<file path="config.mk">
export PLATFORM = sky130hd
export DESIGN_NAME = drive_end_flat
export DESIGN_NICKNAME = d
export VERILOG_FILES = /design/src/core/drive_assy_pkg.sv /design/src/core/drive_assy_if.sv /design/src/core/drive_end.sv /design/src/flat_wrapper.sv
export SDC_FILE = /design/constraint.sdc
export NUM_CORES = 1
export LEC_CHECK = 0
export BUFFER_PORTS_ARGS = -buffer_cell sky130_fd_sc_hd__buf_2
export CAP_MARGIN = 15
export CORE_UTILIZATION = 48
export CTS_CLUSTER_DIAMETER = 40
export DETAILED_ROUTE_END_ITERATION = 8
export PLACE_DENSITY = 0.9
export SLEW_MARGIN = 20
export SYNTH_ARGS = -nofsm -noshare
export SYNTH_HDL_FRONTEND = slang
export SYNTH_SLANG_ARGS = --single-unit
</file>
<file path="constraint.sdc">
create_clock -name clk_sys -period 2.33 [get_ports clk_sys]
set_input_delay 0.233 -clock clk_sys [delete_from_list [all_inputs] [get_ports clk_sys]]
set_output_delay 0.233 -clock clk_sys [all_outputs]
set_load 0.02 [all_outputs]
</file>
<file path="src/core/drive_assy_pkg.sv">
// Package holding assembly layouts, codes and modes for the drive channel block
package drive_assy_pkg;
   localparam logic [7:0] ASM_BASIC_OUT = 8'h14;
   localparam logic [7:0] ASM_EXT_OUT = 8'h15;
   localparam logic [7:0] ASM_BASIC_IN = 8'h46;
   localparam logic [7:0] ASM_EXT_IN = 8'h47;
   localparam logic [7:0] ASM_NATIVE_OUT = 8'h64;
   localparam logic [7:0] ASM_NATIVE_IN = 8'h65;
   // Output byte 0 bits
   localparam int B_RUN_FWD = 0;
   localparam int B_RUN_REV = 1;
   localparam int B_FAULT_RST = 2;
   localparam int B_NET_CTRL = 5;
   localparam int B_NET_REF = 6;
   // Input byte 0 bits
   localparam int B_FAULTED = 0;
   localparam int B_WARNING = 1;
   localparam int B_RUN_F = 2;
   localparam int B_RUN_R = 3;
   localparam int B_READY = 4;
   localparam int B_CTRL_NET = 5;
   localparam int B_REF_NET = 6;
   localparam int B_AT_REF = 7;
   // Internal control word switching bits
   localparam int CW_CMD_SW = 12;
   localparam int CW_REF_SW = 13;
   localparam logic [1:0] TIER_HIGHEST = 2'h2;
   localparam logic [31:0] ZERO_WORD = 32'h0000_0000;
   typedef enum logic [0:0] {
      COMBINED_PROFILE = 1'b0,
      SPLIT_PROFILE = 1'b1
   } profile_e;
   typedef enum logic [1:0] {
      SRC_NETWORK = 2'b00,
      SRC_TERMINAL = 2'b01,
      SRC_ANALOG_TWO = 2'b10
   } source_e;
endpackage : drive_assy_pkg

</file>
<file path="src/core/drive_assy_if.sv">
// Interface carrying cyclic assemblies between scanner and drive
`timescale 1ns/1ps
interface drive_assy_if;
   logic [7:0] out_asm_id;
   logic [31:0] out_data;
   logic out_valid;
   logic [7:0] in_asm_id;
   logic [31:0] in_data;
   logic in_valid;
   modport scanner (output out_asm_id, output out_data, output out_valid,
      output in_asm_id, input in_data, input in_valid);
   modport drive (input out_asm_id, input out_data, input out_valid,
      input in_asm_id, output in_data, output in_valid);
endinterface : drive_assy_if

</file>
<file path="src/core/drive_end.sv">
// Drive end: unpacks assemblies, selects channels, packs status
`timescale 1ns/1ps
module drive_end (
   // Clock and reset
   input wire logic clk_sys,
   input wire logic rst_n,
   // Link
   drive_assy_if.drive link,
   // Configuration
   input wire logic [1:0] access_level,
   input wire logic profile_set,
   input wire drive_assy_pkg::profile_e profile_select,
   input wire logic switch_enable,
   // Terminals
   input wire logic logic_input_three,
   input wire logic term_run_fwd,
   input wire logic term_run_rev,
   input wire logic [15:0] analog_input_two,
   // Drive core status
   input wire logic [15:0] native_status_word,
   input wire logic [15:0] output_speed_word,
   input wire logic [7:0] drive_state,
   input wire logic st_faulted,
   input wire logic st_warning,
   input wire logic st_run_fwd,
   input wire logic st_run_rev,
   input wire logic st_ready,
   input wire logic st_at_ref,
   // Drive core commands
   output logic [15:0] control_word,
   output logic [15:0] speed_setpoint_word,
   output logic run_fwd,
   output logic run_rev,
   output logic fault_reset,
   output logic standard_profile,
   output logic cmd_from_net,
   output logic ref_from_net,
   output drive_assy_pkg::profile_e profile_active
);
   typedef struct packed {
      drive_assy_pkg::profile_e prof;
      logic std;
      logic [15:0] ncmd;
      logic [15:0] nref;
      logic nfwd;
      logic nrev;
      logic nfrst;
      logic nctl;
      logic nrq;
      logic [15:0] cw;
      logic [15:0] sp;
      logic fwd;
      logic rev;
      logic frst;
      logic cnet;
      logic rnet;
      logic [31:0] idat;
      logic ivld;
   } state_s;
   state_s st_r;
   state_s st_nxt;
   logic [7:0] b0;
   logic top_tier;
   logic sel_cmd_net;
   logic sel_ref_net;

   always_comb begin
      st_nxt = st_r;
      b0 = link.out_data[7:0];
      top_tier = (access_level == drive_assy_pkg::TIER_HIGHEST);
      st_nxt.ivld = 1'b0;
      if (profile_set) begin
         st_nxt.prof = profile_select;
      end
      if (link.out_valid) begin
         st_nxt.std = (link.out_asm_id == drive_assy_pkg::ASM_BASIC_OUT) ||
            (link.out_asm_id == drive_assy_pkg::ASM_EXT_OUT);
         unique case (link.out_asm_id)
            drive_assy_pkg::ASM_BASIC_OUT: begin
               st_nxt.nfwd = b0[drive_assy_pkg::B_RUN_FWD];
               st_nxt.nfrst = b0[drive_assy_pkg::B_FAULT_RST];
               st_nxt.nrev = 1'b0;
               st_nxt.nctl = 1'b0;
               st_nxt.nrq = 1'b0;
               st_nxt.nref = link.out_data[31:16];
            end
            drive_assy_pkg::ASM_EXT_OUT: begin
               st_nxt.nfwd = b0[drive_assy_pkg::B_RUN_FWD];
               st_nxt.nrev = b0[drive_assy_pkg::B_RUN_REV];
               st_nxt.nfrst = b0[drive_assy_pkg::B_FAULT_RST];
               st_nxt.nctl = b0[drive_assy_pkg::B_NET_CTRL];
               st_nxt.nrq = b0[drive_assy_pkg::B_NET_REF];
               st_nxt.nref = link.out_data[31:16];
            end
            drive_assy_pkg::ASM_NATIVE_OUT: begin
               st_nxt.ncmd = link.out_data[15:0];
               st_nxt.nref = link.out_data[31:16];
            end
            default: begin
               st_nxt.std = st_r.std;
            end
         endcase
      end
      if (st_r.prof == drive_assy_pkg::SPLIT_PROFILE && top_tier) begin
         if (st_r.std && switch_enable) begin
            sel_cmd_net = st_r.nctl;
            sel_ref_net = st_r.nrq;
         end else if (switch_enable) begin
            sel_cmd_net = !logic_input_three;
            sel_ref_net = !logic_input_three;
         end else begin
            sel_cmd_net = 1'b1;
            sel_ref_net = 1'b1;
         end
      end else if (top_tier) begin
         sel_cmd_net = switch_enable ? !logic_input_three : 1'b1;
         sel_ref_net = sel_cmd_net;
      end else begin
         sel_cmd_net = !(logic_input_three || term_run_fwd || term_run_rev);
         sel_ref_net = sel_cmd_net;
      end
      st_nxt.cnet = sel_cmd_net;
      st_nxt.rnet = sel_ref_net;
      if (sel_cmd_net) begin
         if (st_r.std) begin
            st_nxt.cw = 16'h0000;
            st_nxt.cw[drive_assy_pkg::CW_CMD_SW] = st_r.nctl;
            st_nxt.cw[drive_assy_pkg::CW_REF_SW] = st_r.nrq;
            st_nxt.fwd = st_r.nfwd;
            st_nxt.rev = st_r.nrev;
            st_nxt.frst = st_r.nfrst;
         end else begin
            st_nxt.cw = st_r.ncmd;
            st_nxt.fwd = 1'b0;
            st_nxt.rev = 1'b0;
            st_nxt.frst = 1'b0;
         end
      end else begin
         st_nxt.cw = 16'h0000;
         st_nxt.fwd = term_run_fwd;
         st_nxt.rev = term_run_rev;
         st_nxt.frst = 1'b0;
      end
      st_nxt.sp = sel_ref_net ? st_r.nref : analog_input_two;
      // Status assembly on scanner request
      st_nxt.ivld = link.out_valid;
      b0 = 8'h00;
      // Answer data held until the next request
      if (link.out_valid) begin
         unique case (link.in_asm_id)
            drive_assy_pkg::ASM_BASIC_IN: begin
               b0[drive_assy_pkg::B_FAULTED] = st_faulted;
               b0[drive_assy_pkg::B_RUN_F] = st_run_fwd;
               st_nxt.idat = {output_speed_word, 8'h00, b0};
            end
            drive_assy_pkg::ASM_EXT_IN: begin
               b0 = {st_at_ref, st_r.rnet, st_r.cnet, st_ready, st_run_rev,
                  st_run_fwd, st_warning, st_faulted};
               st_nxt.idat = {output_speed_word, drive_state, b0};
            end
            drive_assy_pkg::ASM_NATIVE_IN: begin
               st_nxt.idat = {output_speed_word, native_status_word};
            end
            default: begin
               st_nxt.idat = drive_assy_pkg::ZERO_WORD;
            end
         endcase
      end
   end

   always_ff @(posedge clk_sys or negedge rst_n) begin
      if (!rst_n) begin
         st_r <= '0;
      end else begin
         st_r <= st_nxt;
      end
   end

   assign link.in_data = st_r.idat;
   assign link.in_valid = st_r.ivld;
   assign control_word = st_r.cw;
   assign speed_setpoint_word = st_r.sp;
   assign run_fwd = st_r.fwd;
   assign run_rev = st_r.rev;
   assign fault_reset = st_r.frst;
   assign standard_profile = st_r.std;
   assign cmd_from_net = st_r.cnet;
   assign ref_from_net = st_r.rnet;
   assign profile_active = st_r.prof;
endmodule : drive_end

</file>
<file path="src/flat_wrapper.sv">
// flat-port wrapper written by rule: the top's interface ports become plain ports
module drive_end_flat 
  (clk_sys, rst_n, access_level, profile_set, profile_select, switch_enable, logic_input_three, term_run_fwd, term_run_rev, analog_input_two, native_status_word, output_speed_word, drive_state, st_faulted, st_warning, st_run_fwd, st_run_rev, st_ready, st_at_ref, control_word, speed_setpoint_word, run_fwd, run_rev, fault_reset, standard_profile, cmd_from_net, ref_from_net, profile_active, link_out_asm_id, link_out_data, link_out_valid, link_in_asm_id, link_in_data, link_in_valid);
  drive_assy_if link_i ();
  input wire logic clk_sys;
  input wire logic rst_n;
  input wire logic [1:0] access_level;
  input wire logic profile_set;
  input wire drive_assy_pkg::profile_e profile_select;
  input wire logic switch_enable;
  input wire logic logic_input_three;
  input wire logic term_run_fwd;
  input wire logic term_run_rev;
  input wire logic [15:0] analog_input_two;
  input wire logic [15:0] native_status_word;
  input wire logic [15:0] output_speed_word;
  input wire logic [7:0] drive_state;
  input wire logic st_faulted;
  input wire logic st_warning;
  input wire logic st_run_fwd;
  input wire logic st_run_rev;
  input wire logic st_ready;
  input wire logic st_at_ref;
  output logic [15:0] control_word;
  output logic [15:0] speed_setpoint_word;
  output logic run_fwd;
  output logic run_rev;
  output logic fault_reset;
  output logic standard_profile;
  output logic cmd_from_net;
  output logic ref_from_net;
  output drive_assy_pkg::profile_e profile_active;
  input wire logic [$bits(link_i.out_asm_id)-1:0] link_out_asm_id;
  input wire logic [$bits(link_i.out_data)-1:0] link_out_data;
  input wire logic [$bits(link_i.out_valid)-1:0] link_out_valid;
  input wire logic [$bits(link_i.in_asm_id)-1:0] link_in_asm_id;
  output wire logic [$bits(link_i.in_data)-1:0] link_in_data;
  output wire logic [$bits(link_i.in_valid)-1:0] link_in_valid;
  assign link_i.out_asm_id = link_out_asm_id;
  assign link_i.out_data = link_out_data;
  assign link_i.out_valid = link_out_valid;
  assign link_i.in_asm_id = link_in_asm_id;
  assign link_in_data = link_i.in_data;
  assign link_in_valid = link_i.in_valid;
  drive_end u_core (.clk_sys(clk_sys), .rst_n(rst_n), .link(link_i), .access_level(access_level), .profile_set(profile_set), .profile_select(profile_select), .switch_enable(switch_enable), .logic_input_three(logic_input_three), .term_run_fwd(term_run_fwd), .term_run_rev(term_run_rev), .analog_input_two(analog_input_two), .native_status_word(native_status_word), .output_speed_word(output_speed_word), .drive_state(drive_state), .st_faulted(st_faulted), .st_warning(st_warning), .st_run_fwd(st_run_fwd), .st_run_rev(st_run_rev), .st_ready(st_ready), .st_at_ref(st_at_ref), .control_word(control_word), .speed_setpoint_word(speed_setpoint_word), .run_fwd(run_fwd), .run_rev(run_rev), .fault_reset(fault_reset), .standard_profile(standard_profile), .cmd_from_net(cmd_from_net), .ref_from_net(ref_from_net), .profile_active(profile_active));
endmodule
</file>
==> results of run 1 <==
==> synthesized netlist by cell type (2+ instances only) <==
cell type / instances
o2bb2ai_1: 16
mux2i_1: 7
mux2_4: 10
nand3b_1: 2
and3_1: 2
clkbuf_1: 8
a22o_1: 16
dfrtp_1: 109
buf_4: 67
a22oi_1: 14
nor2_1: 3
mux2_2: 41
nor3_2: 2
and2_1: 14
inv_1: 10
nor2b_1: 4
nand2_1: 6
a32oi_1: 2
==> timing repair <==
action,4_1_cts,5_1_grt
endpoints found under the setup margin,0,0
hold buffers,1,0
resized for setup,0,0
endpoints found under the hold margin,109,0
==> power by group <==
part           leakage, nW  internal (W)  switching [W]
logic                 1.47      0.000222       0.000226
registers             1.45       0.00198      0.0000461
clock network       0.0764      0.000387       0.000594
total                 3.00       0.00259       0.000866
==> metal layers <==
metal | GRT usage | part of all wire | up-vias
li1 | - | - | 1432
met1 | 0.203 | 0.41 | 1485
met2 | 0.316 | 0.50 | 122
met3 | 0.0458 | 0.071 | 11
met4 | 0.0791 | 0.016 | 0
met5 | 0 | 0 | -
==> through the flow <==
step | total power, W | worst slack (ps) | utilization | hold slack [ps] | cells
floorplan | 0.00233 | 489 | - | -62.6 | 353
CTS | 0.00352 | 559 | 0.576 | 49.2 | 624
global placement | 0.00250 | 554 | 0.558 | 342 | 607
global route | 0.00363 | 472 | 0.576 | 47.7 | 624
detailed placement | 0.00252 | 518 | 0.558 | 351 | 607
finish | 0.00346 | 584 | 0.576 | 75.2 | 624
==> cells by family after synthesis <==
group           after synthesis  synth area share
simple gates                 42            0.0597
flops                       109             0.568
xor+xnor                      1           0.00182
compound gates               55             0.103
buf+inv                      88             0.125
mux                          58             0.142
==> registers in the layout, indices dropped and copies added, names as in the netlist <==
register	count
u_core.cmd_from_net	1
u_core.run_rev	1
u_core.profile_active	1
u_core.ref_from_net	1
u_core.fault_reset	1
u_core.st_r	37
u_core.link.in_data	32
u_core.speed_setpoint_word	16
u_core.run_fwd	1
u_core.control_word	16
u_core.standard_profile	1
u_core.link.in_valid	1
==> cell type report <==
cell class | count | area, um2 | share of cell area
Timing Repair Buffer | 200 | 1040 | 0.185
Tap cell | 133 | 166 | 0.0297
Clock buffer | 12 | 135 | 0.0241
Sequential cell | 109 | 2730 | 0.487
Inverter | 10 | 37.5 | 0.00670
Multi-Input combinational cell | 156 | 1470 | 0.263
Clock inverter | 4 | 25.0 | 0.00447
==> worst min path at each step <==
stage	to	slack (ps)	depth (start not counted)
2_1_floorplan	u_core.cmd_from_net$_DFF_PN0_	-60	0
3_3_place_gp	u_core.link.in_data[12]$_DFFE_PN0P_	340	2
3_5_place_dp	u_core.link.in_data[12]$_DFFE_PN0P_	350	2
4_1_cts	u_core.link.in_valid$_DFF_PN0_	50	1
5_1_grt	u_core.link.in_valid$_DFF_PN0_	50	1
6_report	u_core.link.in_valid$_DFF_PN0_	80	1
==> metrics, run 1 <==
reg-to-reg setup timing slack 580 ps; count of cells along the worst register-to-register path 4; ratio of total power to cell area 617 nW/um2; critical path buffer and inverter count 1; sequential cell area fraction in the yosys report 0.568; vias in the first global route 3,050; crit-path cells a21oi_1, o32ai_4, buf_4, mux2_2; fraction of registers with async set or reset after synthesis 1.00; slew at the pin with the worst max-slew slack 1050 ps; Die Area 10,400 um2; count of antenna-violating nets left after detailed routing 0; instance count on the critical path 4; achievable frequency 573 MHz; H-tree lvl count 3; Final min period 1750 ps; 1st-iter DRT viols 71; post-synth cell types 38; placeable core region 9730 um2; number of synthesized flops with an enable pin 0; setup repair after global routing missed its margin no; total number of vias 3,050; mean cell area of the mapped netlist 13.6 um2; clock tree from TritonCTS built; average wire per standard cell 15.0 um; GPL Wtd Cong 0.772; net count of the mapped netlist 474; number of remaining DRC errors 0; clock-pin slew on the worst setup and hold paths 90 ps; post-synth design cell area 4800 um2; count of buffers added by post-CTS timing repair for setup 0; Via density 4.89; Worst Setup Path Type reg2reg; Detailed Place HPWL 6970 um; share of the synthesized area in the top cell type 0.568; worst r2r src u_core.standard_profile$_DFFE_PN0P_; clock net sink count 109; Fin Setup TNS 0 ps; Tcrit/Tclk final 0.749; wire length of the first global-routing pass 14,000 um; number of standard-cell rows in the floorplan 36; count of filler cells inserted in the layout 851; final instance area 5600 um2; maximum number of buffers from clock root to sink 2; input/output buffers 192; number of setup violations in the final report 0; Worst setup endpoint u_core.speed_setpoint_word[11]$_DFF_PN0_; largest stage delay on the critical path 540 ps; count of yosys warnings during synthesis 0; number of max-slew violations in the final report 0; leak pwr 3.00 nW; hold_sp link_out_valid; pin count of the biggest net entering global routing 110; proportion of layout cells with a drive suffix above 1 0.554; Post-DP Area 5430 um2; crit-path leading delay family flip-flops; Tot GR Track Use 0.178; Hold Violations, Final 0; Main synth FF type dfrtp_1; synthesized instance count 353; max-cap check violation count 0; drt pass-1 iters 4; commonest non-fill, non-tap cell in the layout buf_2; number of antenna violations at the first check in global routing 0; commonest cells after routing, fill and taps aside 191 x buf_2, 109 x dfrtp_1, 41 x mux2_2; number of storage elements in the synthesis netlist 109; WP data required 2580 ps; run status complete, no violations; final net count 607; GRT overflow 0; cts bufs inserted 9; critical-path maximum fanout 17; top cell type by total area after synthesis dfrtp_1; IR drop worst, VDD 0.325 mV; layout overhead on the synthesized area 16.7%; Die X-Extent 102 um; clock tree root driver cell clkbuf_8; CP Capture Type flip-flop; Worst-Skew Late Latency 360 ps; initial cell density of the core 0.494; Die Ht 102 um; reg2reg end u_core.speed_setpoint_word[11]$_DFF_PN0_; Relative slew margins 0.296; startpoint class of the critical path flip-flop; main area contributors after synthesis dfrtp_1 57%, buf_4 10%, mux2_2 9.6%; worst setup path startpoint u_core.standard_profile$_DFFE_PN0P_; Min-Delay Path Class in2reg; aggregate routed wire length 9390 um; number of placed I/O pins 193; Critical Path Slowest Stage Cell dfrtp_1; ant diodes 0; worst clock skew 8.79 ps; crit path DAT 1990 ps
(Power assumes the default switching activity.)
==> run 2: changes to the inputs <==
Settings changed: CORE_UTILIZATION 48 to 44, PLACE_DENSITY 0.9 to 0.88.
Clock period 2.33 ns to 1.6 ns, I/O delays scaled along.
==> metrics, run 2 (synthesized netlist as in run 1, its figures left out) <==
CP Capture Type flip-flop (unchanged); average wire per standard cell 16.2 um (was 15.0 um); H-tree lvl count 3 (unchanged); GPL Wtd Cong 0.725 (was 0.772); switching part of the total power 0.253 (was 0.251); Hold Violations, Final 0 (unchanged); Final min period 1590 ps (was 1750 ps); Die X-Extent 106 um (was 102 um); layout overhead on the synthesized area 26.6% (was 16.7%); Tcrit/Tclk final 0.995 (was 0.749); Detailed Place HPWL 7960 um (was 6970 um); aggregate routed wire length 10,800 um (was 9390 um); worst setup margin 7.62 ps (was 584 ps); commonest cells after routing, fill and taps aside 191 x buf_2, 108 x dfrtp_1, 41 x mux2_2 (was 191 x buf_2, 109 x dfrtp_1, 41 x mux2_2); Relative slew margins 0.279 (was 0.296); setup repair after global routing missed its margin yes (was no); number of setup violations in the final report 0 (unchanged); pin count of the biggest net entering global routing 45 (was 110); crit path DAT 1850 ps (was 1990 ps); clock net sink count 109 (unchanged); maximum number of buffers from clock root to sink 2 (unchanged); Post-Place Worst Slack -81.7 ps (was 518 ps); Tot GR Track Use 0.195 (was 0.178); Fin Setup TNS 0 ps (unchanged); number of antenna violations at the first check in global routing 0 (unchanged); number of remaining DRC errors 0 (unchanged); share of power burned in combinational logic 0.148 (was 0.130); commonest non-fill, non-tap cell in the layout buf_2 (unchanged); Die Area 11,300 um2 (was 10,400 um2); ant diodes 0 (unchanged); final net count 647 (was 607); input/output buffers 192 (unchanged); Die Ht 106 um (was 102 um); clock tree from TritonCTS built (unchanged); count of antenna-violating nets left after detailed routing 0 (unchanged); Clock power frac 0.288 (was 0.284); Min-Delay Path Class in2reg (unchanged); vias in the first global route 3,369 (was 3,050); internal portion of total power 0.00392 W (was 0.00259 W); critical-path maximum fanout 8 (was 17); slew at the pin with the worst max-slew slack 1080 ps (was 1050 ps); IR drop worst, VDD 0.581 mV (was 0.325 mV); cts bufs inserted 9 (unchanged); run status complete, no violations (unchanged); GRT overflow 0 (unchanged); placeable core region 10,500 um2 (was 9730 um2); initial cell density of the core 0.459 (was 0.494); WP data required 1860 ps (was 2580 ps); max-cap check violation count 0 (unchanged); clock-pin slew on the worst setup and hold paths 100 ps (was 90 ps); leak pwr 3.23 nW (was 3.00 nW); Worst Setup Path Type reg2reg (unchanged); clock tree root driver cell clkbuf_8 (unchanged); number of cells after detailed placement 618 (was 607); 1st-iter DRT viols 111 (was 71); top register by number of flip-flops u_core.st_r (unchanged); proportion of layout cells with a drive suffix above 1 0.544 (was 0.554); part of the power in registers 0.564 (was 0.587); startpoint class of the critical path flip-flop (unchanged); worst clock skew 12.2 ps (was 8.79 ps); ratio of total power to cell area 862 nW/um2 (was 617 nW/um2); Via density 4.87 (was 4.89); sw power 0.00132 W (was 0.000866 W); total number of vias 3,249 (was 3,050); achievable frequency 628 MHz (was 573 MHz); drt pass-1 iters 4 (unchanged); final non-filler cell total 667 (was 624); Largest register FFs 37 (unchanged); number of placed I/O pins 193 (unchanged); number of max-slew violations in the final report 0 (unchanged); wire length of the first global-routing pass 16,800 um (was 14,000 um); Worst-Skew Late Latency 370 ps (was 360 ps); number of standard-cell rows in the floorplan 37 (was 36)
## run 2: cell types whose count changed in the layout (fill, tap and decap cells not counted), moves of 2 or more
cell,previous run,this run
clkinvlp_4,2,0
dlygate4sd3_1,1,29
clkbuf_1,3,1
clkinv_4,0,3
buf_4,7,14
buf_12,1,5
## run 2: worst max-delay path, cell delays in order (launching register included)
cell	delay, ps
dfrtp_2	440
and3_4	180
o32ai_4	210
bufbuf_16	320
mux2_2	340
## run 2: final timing paths
kind	from	end	depth (start not counted)	slack (ps)
max in group asynchronous	rst_n	u_core.standard_profile$_DFFE_PN0P_	3	830
hold / removal	output_speed_word[8]	u_core.link.in_data[24]$_DFFE_PN0P_	2	20
hold reg to reg	u_core.st_r[101]$_DFFE_PN0P_	u_core.control_word[10]$_DFF_PN0_	1	480
setup reg to reg	u_core.standard_profile$_DFFE_PN0P_	u_core.speed_setpoint_word[5]$_DFF_PN0_	4	8
setup / recovery	u_core.standard_profile$_DFFE_PN0P_	u_core.speed_setpoint_word[5]$_DFF_PN0_	4	8
min in group asynchronous	rst_n	u_core.st_r[74]$_DFFE_PN0P_	2	240
## run 2: area by class of cell
cell class | instances | area (um2)
Clock buffer | 11 | 141
Clock inverter | 5 | 36.3
Fill cell | 869 | 4380
Inverter | 10 | 37.5
Multi-Input combinational cell | 156 | 1480
Sequential cell | 109 | 2730
Tap cell | 136 | 170
Timing Repair Buffer | 240 | 1480
## run 2: repair_timing
| item | 4_1_cts | 5_1_grt |
|---|---|---|
| hold buffers | 26 | 3 |
| cloned | 1 | 0 |
| pin swaps | 1 | 0 |
| endpoints found under the setup margin | 16 | 16 |
| gates resized for setup | 0 | 1 |
| setup buffers | 3 | 0 |
| hold endpoints to repair | 134 | 3 |
## run 2: power groups by stage
stage / clock network (W) / registers, W / logic [W]
6_report: 0.00151 / 0.00295 / 0.000778
4_1_cts: 0.00159 / 0.00295 / 0.000783
5_1_grt: 0.00172 / 0.00297 / 0.000846
2_1_floorplan: 0 / 0.00301 / 0.000391
3_5_place_dp: 0 / 0.00301 / 0.000703
3_3_place_gp: 0 / 0.00300 / 0.000677
## run 2: routing by layer
metal | track usage | wire length [um] | part of all wire | up-vias
met4 | 0.0939 | 230 | 0.021 | 0
met3 | 0.0349 | 645 | 0.060 | 17
li1 | - | - | - | 1529
met2 | 0.346 | 5650 | 0.52 | 131
met5 | 0 | 0 | 0 | -
met1 | 0.228 | 4280 | 0.40 | 1572
## run 2: through the flow
step | area [um2] | utilization | power (W) | hold slack, ps
floorplan | 4820 | - | 0.00340 | -136
global placement | 5550 | 0.531 | 0.00368 | 56.3
detailed placement | 5550 | 0.531 | 0.00371 | 59.1
CTS | 6050 | 0.578 | 0.00533 | 0.0932
global route | 6080 | 0.581 | 0.00554 | 2.13
finish | 6080 | 0.581 | 0.00524 | 19.1
==> run 3: changes to the inputs <==
Settings changed: BUFFER_PORTS_ARGS -buffer_cell sky130_fd_sc_hd__buf_2 to -buffer_cell sky130_fd_sc_hd__clkbuf_2.
==> metrics, run 3 (synthesized netlist as in run 1, its figures left out) <==
vias in the first global route 3,425 (was 3,369); crit path DAT 1830 ps (was 1850 ps); achievable frequency 634 MHz (was 628 MHz); Hold Violations, Final 0 (unchanged); GPL Wtd Cong 0.752 (was 0.725); slew at the pin with the worst max-slew slack 982 ps (was 1080 ps); run status complete, no violations (unchanged); Via density 4.96 (was 4.87); startpoint class of the critical path flip-flop (unchanged); wire length of the first global-routing pass 16,600 um (was 16,800 um); Relative slew margins 0.344 (was 0.279); max-cap check violation count 0 (unchanged); ratio of total power to cell area 877 nW/um2 (was 862 nW/um2); reg-to-reg setup timing slack 20 ps (was 8 ps); total number of vias 3,251 (was 3,249); commonest cells after routing, fill and taps aside 191 x clkbuf_2, 108 x dfrtp_1, 40 x mux2_2 (was 191 x buf_2, 108 x dfrtp_1, 41 x mux2_2); Largest register FFs 37 (unchanged); number of placed I/O pins 193 (unchanged); sw power 0.00133 W (was 0.00132 W); number of cells after detailed placement 617 (was 618); CP Capture Type flip-flop (unchanged); count of cells along the worst register-to-register path 4 (unchanged); drt pass-1 iters 4 (unchanged); share of power burned in combinational logic 0.141 (was 0.148); number of setup violations in the final report 0 (unchanged); input/output buffers 192 (unchanged); ant diodes 0 (unchanged); number of max-slew violations in the final report 0 (unchanged); Die X-Extent 106 um (unchanged); 1st-iter DRT viols 118 (was 111); reg2reg end u_core.speed_setpoint_word[3]$_DFF_PN0_ (was u_core.speed_setpoint_word[5]$_DFF_PN0_); Die Area 11,300 um2 (unchanged); setup repair after global routing missed its margin yes (unchanged); worst min-delay path endpoint u_core.speed_setpoint_word[12]$_DFF_PN0_ (was u_core.link.in_data[24]$_DFFE_PN0P_); worst clock skew 11.4 ps (was 12.2 ps); number of remaining DRC errors 0 (unchanged); clock tree root driver cell clkbuf_8 (unchanged); IR drop worst, VDD 0.467 mV (was 0.581 mV); clock tree from TritonCTS built (unchanged); leak pwr 3.14 nW (was 3.23 nW); Finished Core Util 0.569 (was 0.581); maximum number of buffers from clock root to sink 2 (unchanged); Worst Setup Path Type reg2reg (unchanged); final non-filler cell total 655 (was 667); cts bufs inserted 9 (unchanged); GRT overflow 0 (unchanged); layout overhead on the synthesized area 23.9% (was 26.6%); count of filler cells inserted in the layout 877 (was 869); Tcrit/Tclk final 0.985 (was 0.995); placeable core region 10,500 um2 (unchanged); aggregate routed wire length 10,600 um (was 10,800 um); worst r2r src u_core.st_r[70]$_DFFE_PN0P_ (was u_core.standard_profile$_DFFE_PN0P_); Worst Hold Path Cells 2 (unchanged); hold_sp analog_input_two[12] (was output_speed_word[8]); pin count of the biggest net entering global routing 46 (was 45); Worst-Skew Late Latency 360 ps (was 370 ps); clock net sink count 109 (unchanged); final-layout worst hold slack 14.0 ps (was 19.1 ps); final net count 635 (was 647); Min-Delay Path Class in2reg (unchanged); Clock power frac 0.292 (was 0.288); H-tree lvl count 3 (unchanged); Tot GR Track Use 0.191 (was 0.195); number of antenna violations at the first check in global routing 0 (unchanged); clock-pin slew on the worst setup and hold paths 110 ps (was 100 ps); top register by number of flip-flops u_core.st_r (unchanged); Detailed Place HPWL 7880 um (was 7960 um); proportion of layout cells with a drive suffix above 1 0.547 (was 0.544); internal portion of total power 0.00388 W (was 0.00392 W); average wire per standard cell 16.1 um (was 16.2 um); count of antenna-violating nets left after detailed routing 0 (unchanged); Final min period 1580 ps (was 1590 ps); initial cell density of the core 0.459 (unchanged); Fin Setup TNS 0 ps (unchanged); number of standard-cell rows in the floorplan 37 (unchanged); commonest non-fill, non-tap cell in the layout clkbuf_2 (was buf_2); part of the power in registers 0.567 (was 0.564); critical-path maximum fanout 17 (was 8); Die Ht 106 um (unchanged); WP data required 1850 ps (was 1860 ps); switching part of the total power 0.256 (was 0.253)
run 3: cell count changes in the layout (fill, tap and decap cells not counted):
cell,delta
buf_2,-191
nor2b_2,+1
clkbuf_2,+191
mux2_4,+1
inv_6,+1
clkinv_4,-2
mux2_2,-1
clkinvlp_4,+1
buf_4,-4
dlygate4sd3_1,-7
nor2b_1,-1
a21oi_2,-1
a21oi_1,+1
bufbuf_16,-1
run 3: routing by layer:
| metal | vias to the layer above | wire, um | GRT usage |
|---|---|---|---|
| li1 | 1492 | - | - |
| met1 | 1616 | 4290 | 0.225 |
| met2 | 131 | 5490 | 0.343 |
| met3 | 12 | 605 | 0.0362 |
| met4 | 0 | 186 | 0.0763 |
| met5 | - | 0 | 0 |
run 3: critical path, cell delays in order (launching register included):
cell and delay (ps):
dfrtp_1 420, and3_4 200, o32ai_4 290, buf_12 200, mux2_2 350
run 3: how the worst max path moves through the flow:
| stage | startpoint | endpoint | slack [ps] | cells after the start |
|---|---|---|---|---|
| finish | u_core.st_r[70]$_DFFE_PN0P_ | u_core.speed_setpoint_word[3]$_DFF_PN0_ | 20 | 4 |
| global route | u_core.st_r[70]$_DFFE_PN0P_ | u_core.speed_setpoint_word[9]$_DFF_PN0_ | -40 | 4 |
| CTS | u_core.st_r[70]$_DFFE_PN0P_ | u_core.speed_setpoint_word[11]$_DFF_PN0_ | 10 | 4 |
| detailed placement | link_in_asm_id[1] | u_core.link.in_data[15]$_DFFE_PN0P_ | -120 | 4 |
| global placement | link_out_asm_id[5] | u_core.st_r[88]$_DFFE_PN0P_ | 0.009 | 5 |
| floorplan | u_core.standard_profile$_DFFE_PN0P_ | u_core.speed_setpoint_word[10]$_DFF_PN0_ | -200 | 5 |
run 3: power by group through the flow:
stage | Clock, W | Combinational [W] | Sequential (W)
2_1_floorplan | 0 | 0.000391 | 0.00301
3_3_place_gp | 0 | 0.000673 | 0.00300
3_5_place_dp | 0 | 0.000698 | 0.00301
4_1_cts | 0.00160 | 0.000735 | 0.00296
5_1_grt | 0.00171 | 0.000803 | 0.00297
6_report | 0.00152 | 0.000734 | 0.00296
run 3: stage by stage:
stage	cell area [um2]	setup WS [ps]	total power [W]
6_report	5950	23.8	0.00521
5_1_grt	5950	-39.7	0.00549
4_1_cts	5910	12.6	0.00529
3_5_place_dp	5550	-116	0.00371
3_3_place_gp	5550	0.00910	0.00368
2_1_floorplan	4820	-203	0.00340
run 3: timing repair:
| action | 4_1_cts | 5_1_grt |
|---|---|---|
| hold buffers | 19 | 3 |
| endpoints found under the setup margin | 0 | 16 |
| resized for setup | 0 | 1 |
| buffers inserted | 0 | 0 |
| hold endpoints to repair | 50 | 3 |
run 3: cell type report:
class,count,area [um2],share of cell area
Clock inverter,5,35.0,0.00589
Tap cell,136,170,0.0286
Inverter,10,37.5,0.00631
Timing Repair Buffer,228,1350,0.227
Multi-Input combinational cell,156,1480,0.249
Clock buffer,11,141,0.0238
Sequential cell,109,2730,0.459
